File: config.mk
export PLATFORM = sky130hd
export DESIGN_NAME = bus_master_interface_config
export DESIGN_NICKNAME = d
export VERILOG_FILES = /design/src/verilog/clk_watchdog.v /design/src/verilog/pin_sync.v /design/src/verilog/bus_master_interface_config.v
export VERILOG_INCLUDE_DIRS = /design/src /design/src/verilog
export SDC_FILE = /design/constraint.sdc
export NUM_CORES = 1
export LEC_CHECK = 0
export ABC_CLOCK_PERIOD_IN_PS = 1900
export BUFFER_PORTS_ARGS = -buffer_cell sky130_fd_sc_hd__buf_2
export CORE_MARGIN = 3
export CORE_UTILIZATION = 47
export CTS_CLUSTER_DIAMETER = 50
export DETAILED_ROUTE_END_ITERATION = 10
export PLACE_DENSITY = 0.74
export SLEW_MARGIN = 20
export SYNTH_ARGS = -nofsm -noshare
export SYNTH_HDL_FRONTEND = slang
export SYNTH_SLANG_ARGS = --single-unit
File: constraint.sdc
create_clock -name clock_i -period 1.9 [get_ports clock_i]
set_input_delay 0.38 -clock clock_i [delete_from_list [all_inputs] [get_ports clock_i]]
set_output_delay 0.38 -clock clock_i [all_outputs]
set_load 0.005 [all_outputs]
File: src/verilog/bmi_cfg_defs.vh
// bmi_cfg_defs.vh: offsets, field positions, reset values and timing
// counts for the bus-master interface configuration block.
// assumes: included by bare name; definitions only.
`ifndef BMI_CFG_DEFS_VH
`define BMI_CFG_DEFS_VH

// ============================================================
// register pointer values (pointer field bits 3:1)
`define PTR_INIT_ADDR_LOW   3'h3
`define PTR_BUS_MASTER_CFG  3'h4
`define PTR_INT_STATUS      3'h5
`define PTR_INT_MASK        3'h6
`define PTR_WM_STATUS       3'h7

// ============================================================
// bus_master_configuration fields
`define F_TX_WD_HI     15
`define F_TX_WD_LO     14
`define F_RX_WD_HI     13
`define F_RX_WD_LO     12
`define F_RX_ODD_ALIGN 11
`define F_TX_HOLDOFF   10
`define F_FWM_HI       9
`define F_FWM_LO       8
`define F_UPPER_ADDR   7
`define F_RELEASE_PIN  6
`define F_CTRL_SWAP    5
`define F_PIN_ALT      0

// ============================================================
// reset values
`define RST_INIT_ADDR_LOW 16'h0000
`define RST_BUS_CFG       16'h0000
`define RST_INT_MASK      16'h0000

// ============================================================
// interrupt status bits
`define IRQ_TX_WD   0
`define IRQ_RX_WD   1

// ============================================================
// watchdog timeouts, in system clocks (2^18, 2^19, 2^20)
`define WD_EXP_1    18
`define WD_EXP_2    19
`define WD_EXP_3    20
`define WD_CNT_W    21

// ============================================================
// fifo watermark word counts (receive / transmit fetch, hold-off)
`define FWM_N_11    6'h09
`define FWM_N_10    6'h11
`define FWM_N_01    6'h19
`define HOLD_N_11   6'h13
`define HOLD_N_10   6'h0b
`define HOLD_N_01   6'h03
`define FIFO_DEPTH  6'h20

// ============================================================
// provider primitive reported on watchdog expiry
`define PRIM_WATCHDOG 4'h3

`endif

File: src/verilog/clk_watchdog.v
// clk_watchdog.v: one serial-clock watchdog counter.
// assumes: serial clock pin already synchronised; restart is a pulse
// on any pin transition; runs on the system clock.
`include "bmi_cfg_defs.vh"
`timescale 1ns/1ps
`default_nettype none

module clk_watchdog (
	// clock and reset
	input  wire       clock_i,
	input  wire       rst_n_i,
	// control
	input  wire [1:0] sel_i,     // 00 off, 01/10/11 timeout size
	input  wire       restart_i, // pin transition seen
	// result
	output reg        expire_o   // one-cycle pulse at timeout
);

	reg [`WD_CNT_W-1:0] cnt_q;  // cycles since last transition
	reg [`WD_CNT_W-1:0] limit;  // terminal count for selection

	// ============================================================
	// timeout decode
	always @* begin
		case (sel_i)
			2'h1:    limit = (21'h1 << `WD_EXP_1) - 21'h1;
			2'h2:    limit = (21'h1 << `WD_EXP_2) - 21'h1;
			2'h3:    limit = (21'h1 << `WD_EXP_3) - 21'h1;
			default: limit = 21'h0;
		endcase
	end

	// ============================================================
	// counter; holds at zero while disabled, rearms after expiry
	always @(posedge clock_i or negedge rst_n_i) begin
		if (!rst_n_i) begin
			cnt_q    <= 21'h0;
			expire_o <= 1'b0;
		end else if (sel_i == 2'h0 || restart_i) begin
			cnt_q    <= 21'h0;
			expire_o <= 1'b0;
		end else if (cnt_q == limit) begin
			// a dead clock reports once per timeout period
			cnt_q    <= 21'h0;
			expire_o <= 1'b1;
		end else begin
			cnt_q    <= cnt_q + 21'h1;
			expire_o <= 1'b0;
		end
	end

endmodule
`default_nettype wire

File: src/verilog/pin_sync.v
// pin_sync.v: three-stage synchroniser with change detect.
// assumes: pin is asynchronous to clock_i.
`timescale 1ns/1ps
`default_nettype none

module pin_sync (
	// clock and reset
	input  wire clock_i,
	input  wire rst_n_i,
	// pin
	input  wire pin_i,
	// results
	output wire level_o,  // agreed level
	output wire edge_o    // pulse on any transition
);

	reg s1_q;  // metastable stage, read by s2 only
	reg s2_q;
	reg s3_q;

	// ============================================================
	// chain; a change is flagged while stages two and three differ
	always @(posedge clock_i or negedge rst_n_i) begin
		if (!rst_n_i) begin
			s1_q <= 1'b0;
			s2_q <= 1'b0;
			s3_q <= 1'b0;
		end else begin
			s1_q <= pin_i;
			s2_q <= s1_q;
			s3_q <= s2_q;
		end
	end

	assign level_o = s3_q;
	assign edge_o  = s2_q ^ s3_q;

endmodule
`default_nettype wire

File: src/verilog/bus_master_interface_config.v
// bus_master_interface_config.v: configuration registers of the
// bus-master interface, serial clock watchdogs, fifo watermark
// decisions, address line and shared pin steering, byte ordering.
// assumes: host port on the system clock; fifo levels and frame flags
// come from same-clock logic; serial clock pins are asynchronous.
`include "bmi_cfg_defs.vh"
`timescale 1ns/1ps
`default_nettype none

module bus_master_interface_config (
	// clock and reset
	input  wire        clock_i,
	input  wire        rst_n_i,
	// host register port
	input  wire [3:0]  addr_i,        // bits 3:1 are the pointer
	input  wire [15:0] wdata_i,
	input  wire        wr_i,
	input  wire        rd_i,
	output reg  [15:0] rdata_o,
	// interrupt
	output wire        irq_o,
	// serial clock pins
	input  wire        tx_serial_clock_i,
	input  wire        rx_serial_clock_i,
	// provider primitive report
	output reg         prim_valid_o,  // one-cycle pulse
	output reg  [3:0]  prim_code_o,
	// receive fifo side
	input  wire [5:0]  rx_fifo_words_i,
	input  wire        rx_eof_in_fifo_i,
	output wire        rx_dma_req_o,
	// transmit fifo side
	input  wire [5:0]  tx_fifo_words_i,
	input  wire        tx_frame_complete_i,
	output wire        tx_dma_req_o,
	output wire        tx_start_ok_o,
	// receive byte alignment
	input  wire        rx_first_byte_i,
	input  wire [7:0]  rx_byte_i,
	output reg  [15:0] rx_word_o,
	output reg  [1:0]  rx_lane_we_o,
	// address lines
	input  wire [3:0]  dma_addr_19_16_i,
	input  wire [3:0]  bank_select_i,
	output reg  [3:0]  addr_23_20_o,
	// shared pin
	input  wire        shared_pin_i,
	output wire        bus_release_input_o,
	output wire        pin_alt_select_o,
	output wire        release_mode_o,
	// byte ordering
	input  wire        dma_is_data_i,
	input  wire [15:0] dma_word_i,
	output reg  [15:0] dma_word_o,
	// init block address
	output wire [15:0] init_block_address_o
);

	// ============================================================
	// registers
	reg  [15:0] init_block_address_low_q;  // low init address
	reg  [15:0] bus_master_configuration_q;
	reg  [1:0]  int_status_q;              // sticky watchdog events
	reg  [1:0]  int_mask_q;                // one enables
	reg  [1:0]  int_status_d;
	wire [2:0]  register_pointer;          // address bits 3:1
	wire        tx_expire;
	wire        rx_expire;
	wire        tx_edge;
	wire        rx_edge;
	wire        release_level;
	wire [1:0]  fifo_watermark;
	wire [5:0]  fetch_n;
	wire [5:0]  hold_n;

	assign register_pointer = addr_i[3:1];
	assign fifo_watermark   = bus_master_configuration_q[`F_FWM_HI:`F_FWM_LO];

	// ============================================================
	// decode helpers
	function [5:0] fwm_words;  // receive / transmit fetch words
		input [1:0] code;
		begin
			case (code)
				2'h3:    fwm_words = `FWM_N_11;
				2'h2:    fwm_words = `FWM_N_10;
				2'h1:    fwm_words = `FWM_N_01;
				// code 00 unspecified; treat as suggested setting
				default: fwm_words = `FWM_N_10;
			endcase
		end
	endfunction

	function [5:0] holdoff_words;
		input [1:0] code;
		begin
			case (code)
				2'h3:    holdoff_words = `HOLD_N_11;
				2'h2:    holdoff_words = `HOLD_N_10;
				2'h1:    holdoff_words = `HOLD_N_01;
				default: holdoff_words = `HOLD_N_10;
			endcase
		end
	endfunction

	assign fetch_n = fwm_words(fifo_watermark);
	assign hold_n  = holdoff_words(fifo_watermark);

	// ============================================================
	// register writes
	always @(posedge clock_i or negedge rst_n_i) begin
		if (!rst_n_i) begin
			init_block_address_low_q   <= `RST_INIT_ADDR_LOW;
			bus_master_configuration_q <= `RST_BUS_CFG;
			int_mask_q                 <= 2'h0;
		end else if (wr_i) begin
			case (register_pointer)
				`PTR_INIT_ADDR_LOW:
					init_block_address_low_q <= wdata_i;
				`PTR_BUS_MASTER_CFG:
					bus_master_configuration_q <= wdata_i;
				`PTR_INT_MASK:
					int_mask_q <= wdata_i[1:0];
				default: ;  // other pointers ignored
			endcase
		end
	end

	// ============================================================
	// sticky status; a new event wins over a write-one clear
	always @* begin
		int_status_d = int_status_q;
		if (wr_i && register_pointer == `PTR_INT_STATUS)
			int_status_d = int_status_d & ~wdata_i[1:0];
		if (tx_expire)
			int_status_d[`IRQ_TX_WD] = 1'b1;
		if (rx_expire)
			int_status_d[`IRQ_RX_WD] = 1'b1;
	end

	always @(posedge clock_i or negedge rst_n_i) begin
		if (!rst_n_i)
			int_status_q <= 2'h0;
		else
			int_status_q <= int_status_d;
	end

	assign irq_o = |(int_status_q & int_mask_q);

	// ============================================================
	// read port; unmapped pointers read zero
	always @(posedge clock_i or negedge rst_n_i) begin
		if (!rst_n_i) begin
			rdata_o <= 16'h0000;
		end else if (rd_i) begin
			case (register_pointer)
				`PTR_INIT_ADDR_LOW:  rdata_o <= init_block_address_low_q;
				`PTR_BUS_MASTER_CFG: rdata_o <= bus_master_configuration_q;
				`PTR_INT_STATUS:     rdata_o <= {14'h0, int_status_q};
				`PTR_INT_MASK:       rdata_o <= {14'h0, int_mask_q};
				`PTR_WM_STATUS:
					rdata_o <= {13'h0, tx_start_ok_o, tx_dma_req_o,
						rx_dma_req_o};
				default:             rdata_o <= 16'h0000;
			endcase
		end else begin
			rdata_o <= 16'h0000;
		end
	end

	// the init block must start even; bit 0 is passed as written
	assign init_block_address_o = init_block_address_low_q;

	// ============================================================
	// serial clock synchronisers and watchdogs
	pin_sync u_tx_sync (
		.clock_i (clock_i),
		.rst_n_i (rst_n_i),
		.pin_i   (tx_serial_clock_i),
		.level_o (),
		.edge_o  (tx_edge)
	);

	pin_sync u_rx_sync (
		.clock_i (clock_i),
		.rst_n_i (rst_n_i),
		.pin_i   (rx_serial_clock_i),
		.level_o (),
		.edge_o  (rx_edge)
	);

	pin_sync u_rel_sync (
		.clock_i (clock_i),
		.rst_n_i (rst_n_i),
		.pin_i   (shared_pin_i),
		.level_o (release_level),
		.edge_o  ()
	);

	clk_watchdog u_tx_wd (
		.clock_i   (clock_i),
		.rst_n_i   (rst_n_i),
		.sel_i     (bus_master_configuration_q[`F_TX_WD_HI:`F_TX_WD_LO]),
		.restart_i (tx_edge),
		.expire_o  (tx_expire)
	);

	clk_watchdog u_rx_wd (
		.clock_i   (clock_i),
		.rst_n_i   (rst_n_i),
		.sel_i     (bus_master_configuration_q[`F_RX_WD_HI:`F_RX_WD_LO]),
		.restart_i (rx_edge),
		.expire_o  (rx_expire)
	);

	// ============================================================
	// provider primitive on any watchdog expiry
	always @(posedge clock_i or negedge rst_n_i) begin
		if (!rst_n_i) begin
			prim_valid_o <= 1'b0;
			prim_code_o  <= 4'h0;
		end else begin
			prim_valid_o <= tx_expire | rx_expire;
			prim_code_o  <= (tx_expire | rx_expire) ?
				`PRIM_WATCHDOG : 4'h0;
		end
	end

	// ============================================================
	// fifo watermark decisions, combinational handshakes
	assign rx_dma_req_o = (rx_fifo_words_i >= fetch_n) |
		rx_eof_in_fifo_i;
	assign tx_dma_req_o =
		((`FIFO_DEPTH - tx_fifo_words_i) >= fetch_n);
	assign tx_start_ok_o = ~bus_master_configuration_q[`F_TX_HOLDOFF] |
		(tx_fifo_words_i >= hold_n) | tx_frame_complete_i;

	// ============================================================
	// receive alignment: first byte lands in both lanes
	always @(posedge clock_i or negedge rst_n_i) begin
		if (!rst_n_i) begin
			rx_word_o    <= 16'h0000;
			rx_lane_we_o <= 2'h0;
		end else if (rx_first_byte_i &&
			bus_master_configuration_q[`F_RX_ODD_ALIGN]) begin
			rx_word_o    <= {rx_byte_i, rx_byte_i};
			rx_lane_we_o <= 2'h3;
		end else begin
			rx_word_o    <= {rx_byte_i, rx_byte_i};
			rx_lane_we_o <= 2'h0;
		end
	end

	// ============================================================
	// upper address lines: bank select or mirror of 19:16
	always @(posedge clock_i or negedge rst_n_i) begin
		if (!rst_n_i)
			addr_23_20_o <= 4'h0;
		else if (bus_master_configuration_q[`F_UPPER_ADDR])
			addr_23_20_o <= bank_select_i;
		else
			addr_23_20_o <= dma_addr_19_16_i;
	end

	// ============================================================
	// shared pin function
	assign release_mode_o = bus_master_configuration_q[`F_RELEASE_PIN];
	assign bus_release_input_o = release_mode_o & release_level;
	assign pin_alt_select_o = bus_master_configuration_q[`F_PIN_ALT];

	// ============================================================
	// byte ordering for non-data transfers only
	always @(posedge clock_i or negedge rst_n_i) begin
		if (!rst_n_i)
			dma_word_o <= 16'h0000;
		else if (!dma_is_data_i &&
			bus_master_configuration_q[`F_CTRL_SWAP])
			dma_word_o <= {dma_word_i[7:0], dma_word_i[15:8]};
		else
			dma_word_o <= dma_word_i;
	end

endmodule
`default_nettype wire

==> results.md <==
- The flow ran to the end, but the final reports show violations.
- The final reports fail on negative setup slack.
- The post-synthesis async set-or-reset flop share is 1.00.
- Among all stages on the critical path, the largest delay is contributed by or3_4.
- The cell area after placement is 6860 um^2.
- The signal on the critical path passes through buf_6 > or3_4 > xor2_2 > ha_1 > a21o_1 > a21oi_2 > nand2_1 > buf_2.
- In this design, the largest share of critical-path delay is due to simple AND/OR/NAND/NOR gates.
- Data on the critical path is required at its endpoint by between 1.5 and 2 ns.
- At the end of routability-driven placement, the weighted congestion stood at approximately 0.90.
- In the detailed route, the total length drawn on met3 is 805 um.
- The core area is 12100 um^2.
- The remaining global-route overflow is 0.
- The combinational fraction of design power is 0.152.
- After routing the design area is 7660 um^2.
- The final-report max-slew violation count is 0.
- The arrival time of the worst setup path is about 1.8 ns.
- Of all nets on the critical path, the largest fanout is 4.
- The minimum clock period is 2.20 ns.
- Averaged over all synthesized cells, the footprint is 11.3 um^2.
- The critical path buffer and inverter count is 2.
- The placed wire-length estimate after detailed placement is 9530 um.
- Across every metal layer, demand over resource in global routing totals 0.199.
- The latest clock arrival within the worst-skew pair is between 0.4 and 0.5 ns.
- The largest single stage delay on the critical path is 0.41 ns.
- For the worst flop-to-flop path, the logic depth is 8.
- The routed wire length on met2 is 6820 um.
- The leakage power of the design is 3.69 nW.
- The startpoint class of the critical path is an input port.
- For this configuration, the core starts out at a cell density of 0.484.
- The final-report hold violation count is 0.
- For the pin with the worst max-slew slack, the measured transition is 0.581 ns.
- The highest clock frequency the design can meet is between 400 and 500 MHz.
- Timing analysis after detailed placement gives a worst setup slack of -0.305 ns.
- Buffers placed on the I/O ports in this run total 153.
- The number of rows created at floorplan is 40.
- Of the total power, the share spent switching nets is 0.246.
- The worst IR drop on VDD is 500 uV.
- After synthesis the cells add up to around 5900 um^2.
- Setup violations remaining at the end of the flow were counted as 3.
- The startpoint of the lowest-slack register-to-register path is bus_master_configuration_q[8].
- The number of design-rule violations left by the first detailed-router iteration is 298.
- The startpoint identified for the worst hold timing path is rx_serial_clock_i.
- Of the synthesized area, sequential elements account for 0.577.
- The share of total power in the clock network is 0.431.
- Dividing the detail-routed via count by the number of cells gives 5.09.
- The number of clock sinks is between 100 and 150.
- The highest layer used for signal routing is met4.
- The number of gates on the worst path with buffers counted is 8.
- The total number of vias is 4451.
- The first global-routing pass estimated 22200 um of wire.
- The count of pins on the block boundary is 157.
- The fraction of power consumed by sequential logic is 0.417.
- The count of inserted antenna diode cells is 0.
- The average wire per standard cell is 15.5 um.
- The wire length the detailed router placed on met1 is 5630 um.
- The power per cell area is 1060 nW/um^2.
- By startpoint and endpoint, the worst setup path is classified as in2out.
- The synthesized netlist contains 52 unique library cells.
- The H-tree depth is 4.
- The final critical-path setup slack is -0.302 ns.
- The initial antenna violation count is 0.
- The via count of the first global-routing pass is between 4000 and 5000.
- In the layout the commonest cells are buf_2 (150), dfrtp_1 (135), nand2_1 (72).
- The area enclosed by the die boundary is 13800 um^2.
- The max-cap check violation count is 0.
- The internal power of the cells totals 0.00612 W.
- The most common flop cell mapped by yosys is dfrtp_1.
- The largest net degree at the start of global routing is between 40 and 50.
- The ratio of cells with drive above 1 in the final layout is 0.382.
- The root cell of the clock tree is clkbuf_16.
- STA classifies the critical path endpoint as a primary output.
- Dividing the final minimum period by the clock period gives 1.16.
- For this run, design rule violations remaining after detail routing come to 0.
- The iteration count of the initial detailed-routing pass is 4.
- The warning count from the yosys run is 0.
- The relative max-transition margin is 0.612.
- The total wire length after detailed routing is between 10000 and 15000 um.
- The buffer levels on the longest clock path is 2.
- Across the routed clock network, the largest skew measured is 0.00685 ns.
- The worst hold path belongs to the class in2reg.
- The die boundary width is approximately 120 um.
- The register-to-register path setup slack is 0.08 ns.
- In the final layout, the multi-input gates occupy 2350 um^2.
- Counting the fill cells in the layout gives 946.
- Counting flops with a built-in enable in the synthesized netlist gives 0.
- The number of clock buffers added by TritonCTS is 17.
- The remaining number of nets flagged by the antenna check after routing is 0.
- Synthesis produced a netlist whose cell count is 520.
- The analysis attributes to net switching a power of 0.00200 W.
- The net count of the finished layout is 774.
- The overall die height is ~120 um.
- Setup repair after global routing could not meet its margin everywhere.
- From synthesis to final layout, the design area changed by 30.8%.
- In this run the critical register-to-register path is captured at rdata_o[1].
- Summing all flip-flop and latch instances after layout gives between 3000 and 4000 um^2.
- Counting flops and latches in the post-synthesis netlist gives roughly 140.
- The most common cell after layout, fill and taps aside is buf_2.
- Clock-pin slew was measured on the worst setup and hold paths at 0.06 ns.
- Counting instances, the worst hold path has a depth of 1.
- The TritonCTS clock tree is yes.
- The worst hold path terminates at u_rx_sync.s1_q.
## how the worst max path moves through the flow
stage / startpoint / end / slack (ns)
6_report: tx_fifo_words_i[2] / tx_dma_req_o / -0.30
3_5_place_dp: tx_fifo_words_i[2] / tx_dma_req_o / -0.31
2_1_floorplan: tx_fifo_words_i[2] / tx_dma_req_o / 0.001
4_1_cts: tx_fifo_words_i[2] / tx_dma_req_o / -0.28
5_1_grt: tx_fifo_words_i[2] / tx_dma_req_o / -0.36
3_3_place_gp: rx_fifo_words_i[2] / rx_dma_req_o / -0.27
## power groups by stage
stage	Sequential, W	Combinational (W)	Clock (W)
2_1_floorplan	0.00342	0.000597	0
3_3_place_gp	0.00342	0.00111	0
3_5_place_dp	0.00344	0.00115	0
4_1_cts	0.00339	0.00123	0.00356
5_1_grt	0.00343	0.00136	0.00369
6_report	0.00339	0.00123	0.00350
## cell families after synthesis
| family | after synthesis | share of synthesized area |
|---|---|---|
| AOI/OAI and AO/OA | 40 | 0.0527 |
| DFF | 135 | 0.577 |
| muxes | 39 | 0.0745 |
| other | 1 | 0.000640 |
| xor gates and xnor gates | 46 | 0.0688 |
| buffers and inverters | 37 | 0.0348 |
| and+or+nand+nor | 214 | 0.176 |
| adders and majority gates | 8 | 0.0162 |
## sequential cells by signal (all words and copies together), names as in the netlist, 2 cells and up
signal                      count
rdata_o                        16
u_tx_wd.cnt_q                  21
int_status_q                    2
rx_word_o                       8
init_block_address_o           16
bus_master_configuration_q     16
dma_word_o                     16
addr_23_20_o                    4
u_rx_wd.cnt_q                  21
int_mask_q                      2
## per-stage QoR
stage	power (W)	TNS, ns	hold slack, ns	instances	util
after floorplan	0.00401	0	0.0844	521	-
after detailed placement	0.00458	-0.871	0.321	831	0.566
after global routing	0.00848	-0.896	0.0503	874	0.633
after CTS	0.00818	-0.886	0.0494	877	0.632
final	0.00812	-0.676	0.0671	874	0.633
after global placement	0.00453	-0.760	0.322	831	0.566
## synth_stat cells, types with 3 or more instances
master    count  area (um^2)
and4_1        3         26.3
and2_1        4         25.0
and3_1        9         56.3
a22oi_1      14          105
or4_1         3         22.5
xnor2_1      22          193
nor2_1       53          199
a22o_1        5         43.8
dfrtp_1     135         3380
nor2b_1      15         93.8
clkbuf_1      9         33.8
xor2_1       24          210
mux2_2       37          417
ha_1          6         75.1
nand3_1      18         90.1
o21ai_0       4         20.0
nor4_1        8         50.1
inv_1         7         26.3
nand4_1       8         50.1
a21o_1        4         30.0
nand2_1      72          270
nor3_1        8         40.0
buf_2         6         30.0
buf_4        13         97.6
## final cells by class
type                            instances  area share
Timing Repair Buffer                  183       0.138
Inverter                                7     0.00343
Tap cell                              168      0.0274
Multi-Input combinational cell        349       0.307
Sequential cell                       135       0.441
Clock buffer                           21      0.0614
Clock inverter                         11      0.0224
## worst reg2reg max path, stage by stage (launching register included)
cell,delay (ns)
dfrtp_1,0.40
and2_4,0.20
buf_4,0.13
ha_1,0.31
a21oi_2,0.14
nand2_1,0.07
buf_4,0.13
buf_4,0.12
a22o_1,0.21
## metal layers
metal	up-vias	GRT usage
met4	0	0.0711
met5	-	0
li1	2103	-
met2	139	0.331
met3	24	0.0663
met1	2185	0.242
## timing repair
item,in CTS,in global routing
buffers inserted,13,3
setup endpoints to repair,3,17
resized for setup,9,8
pin swaps,5,6
hold buffers,1,0
hold endpoints to repair,40,0
No activity file was read; power rests on OpenSTA's default activity.
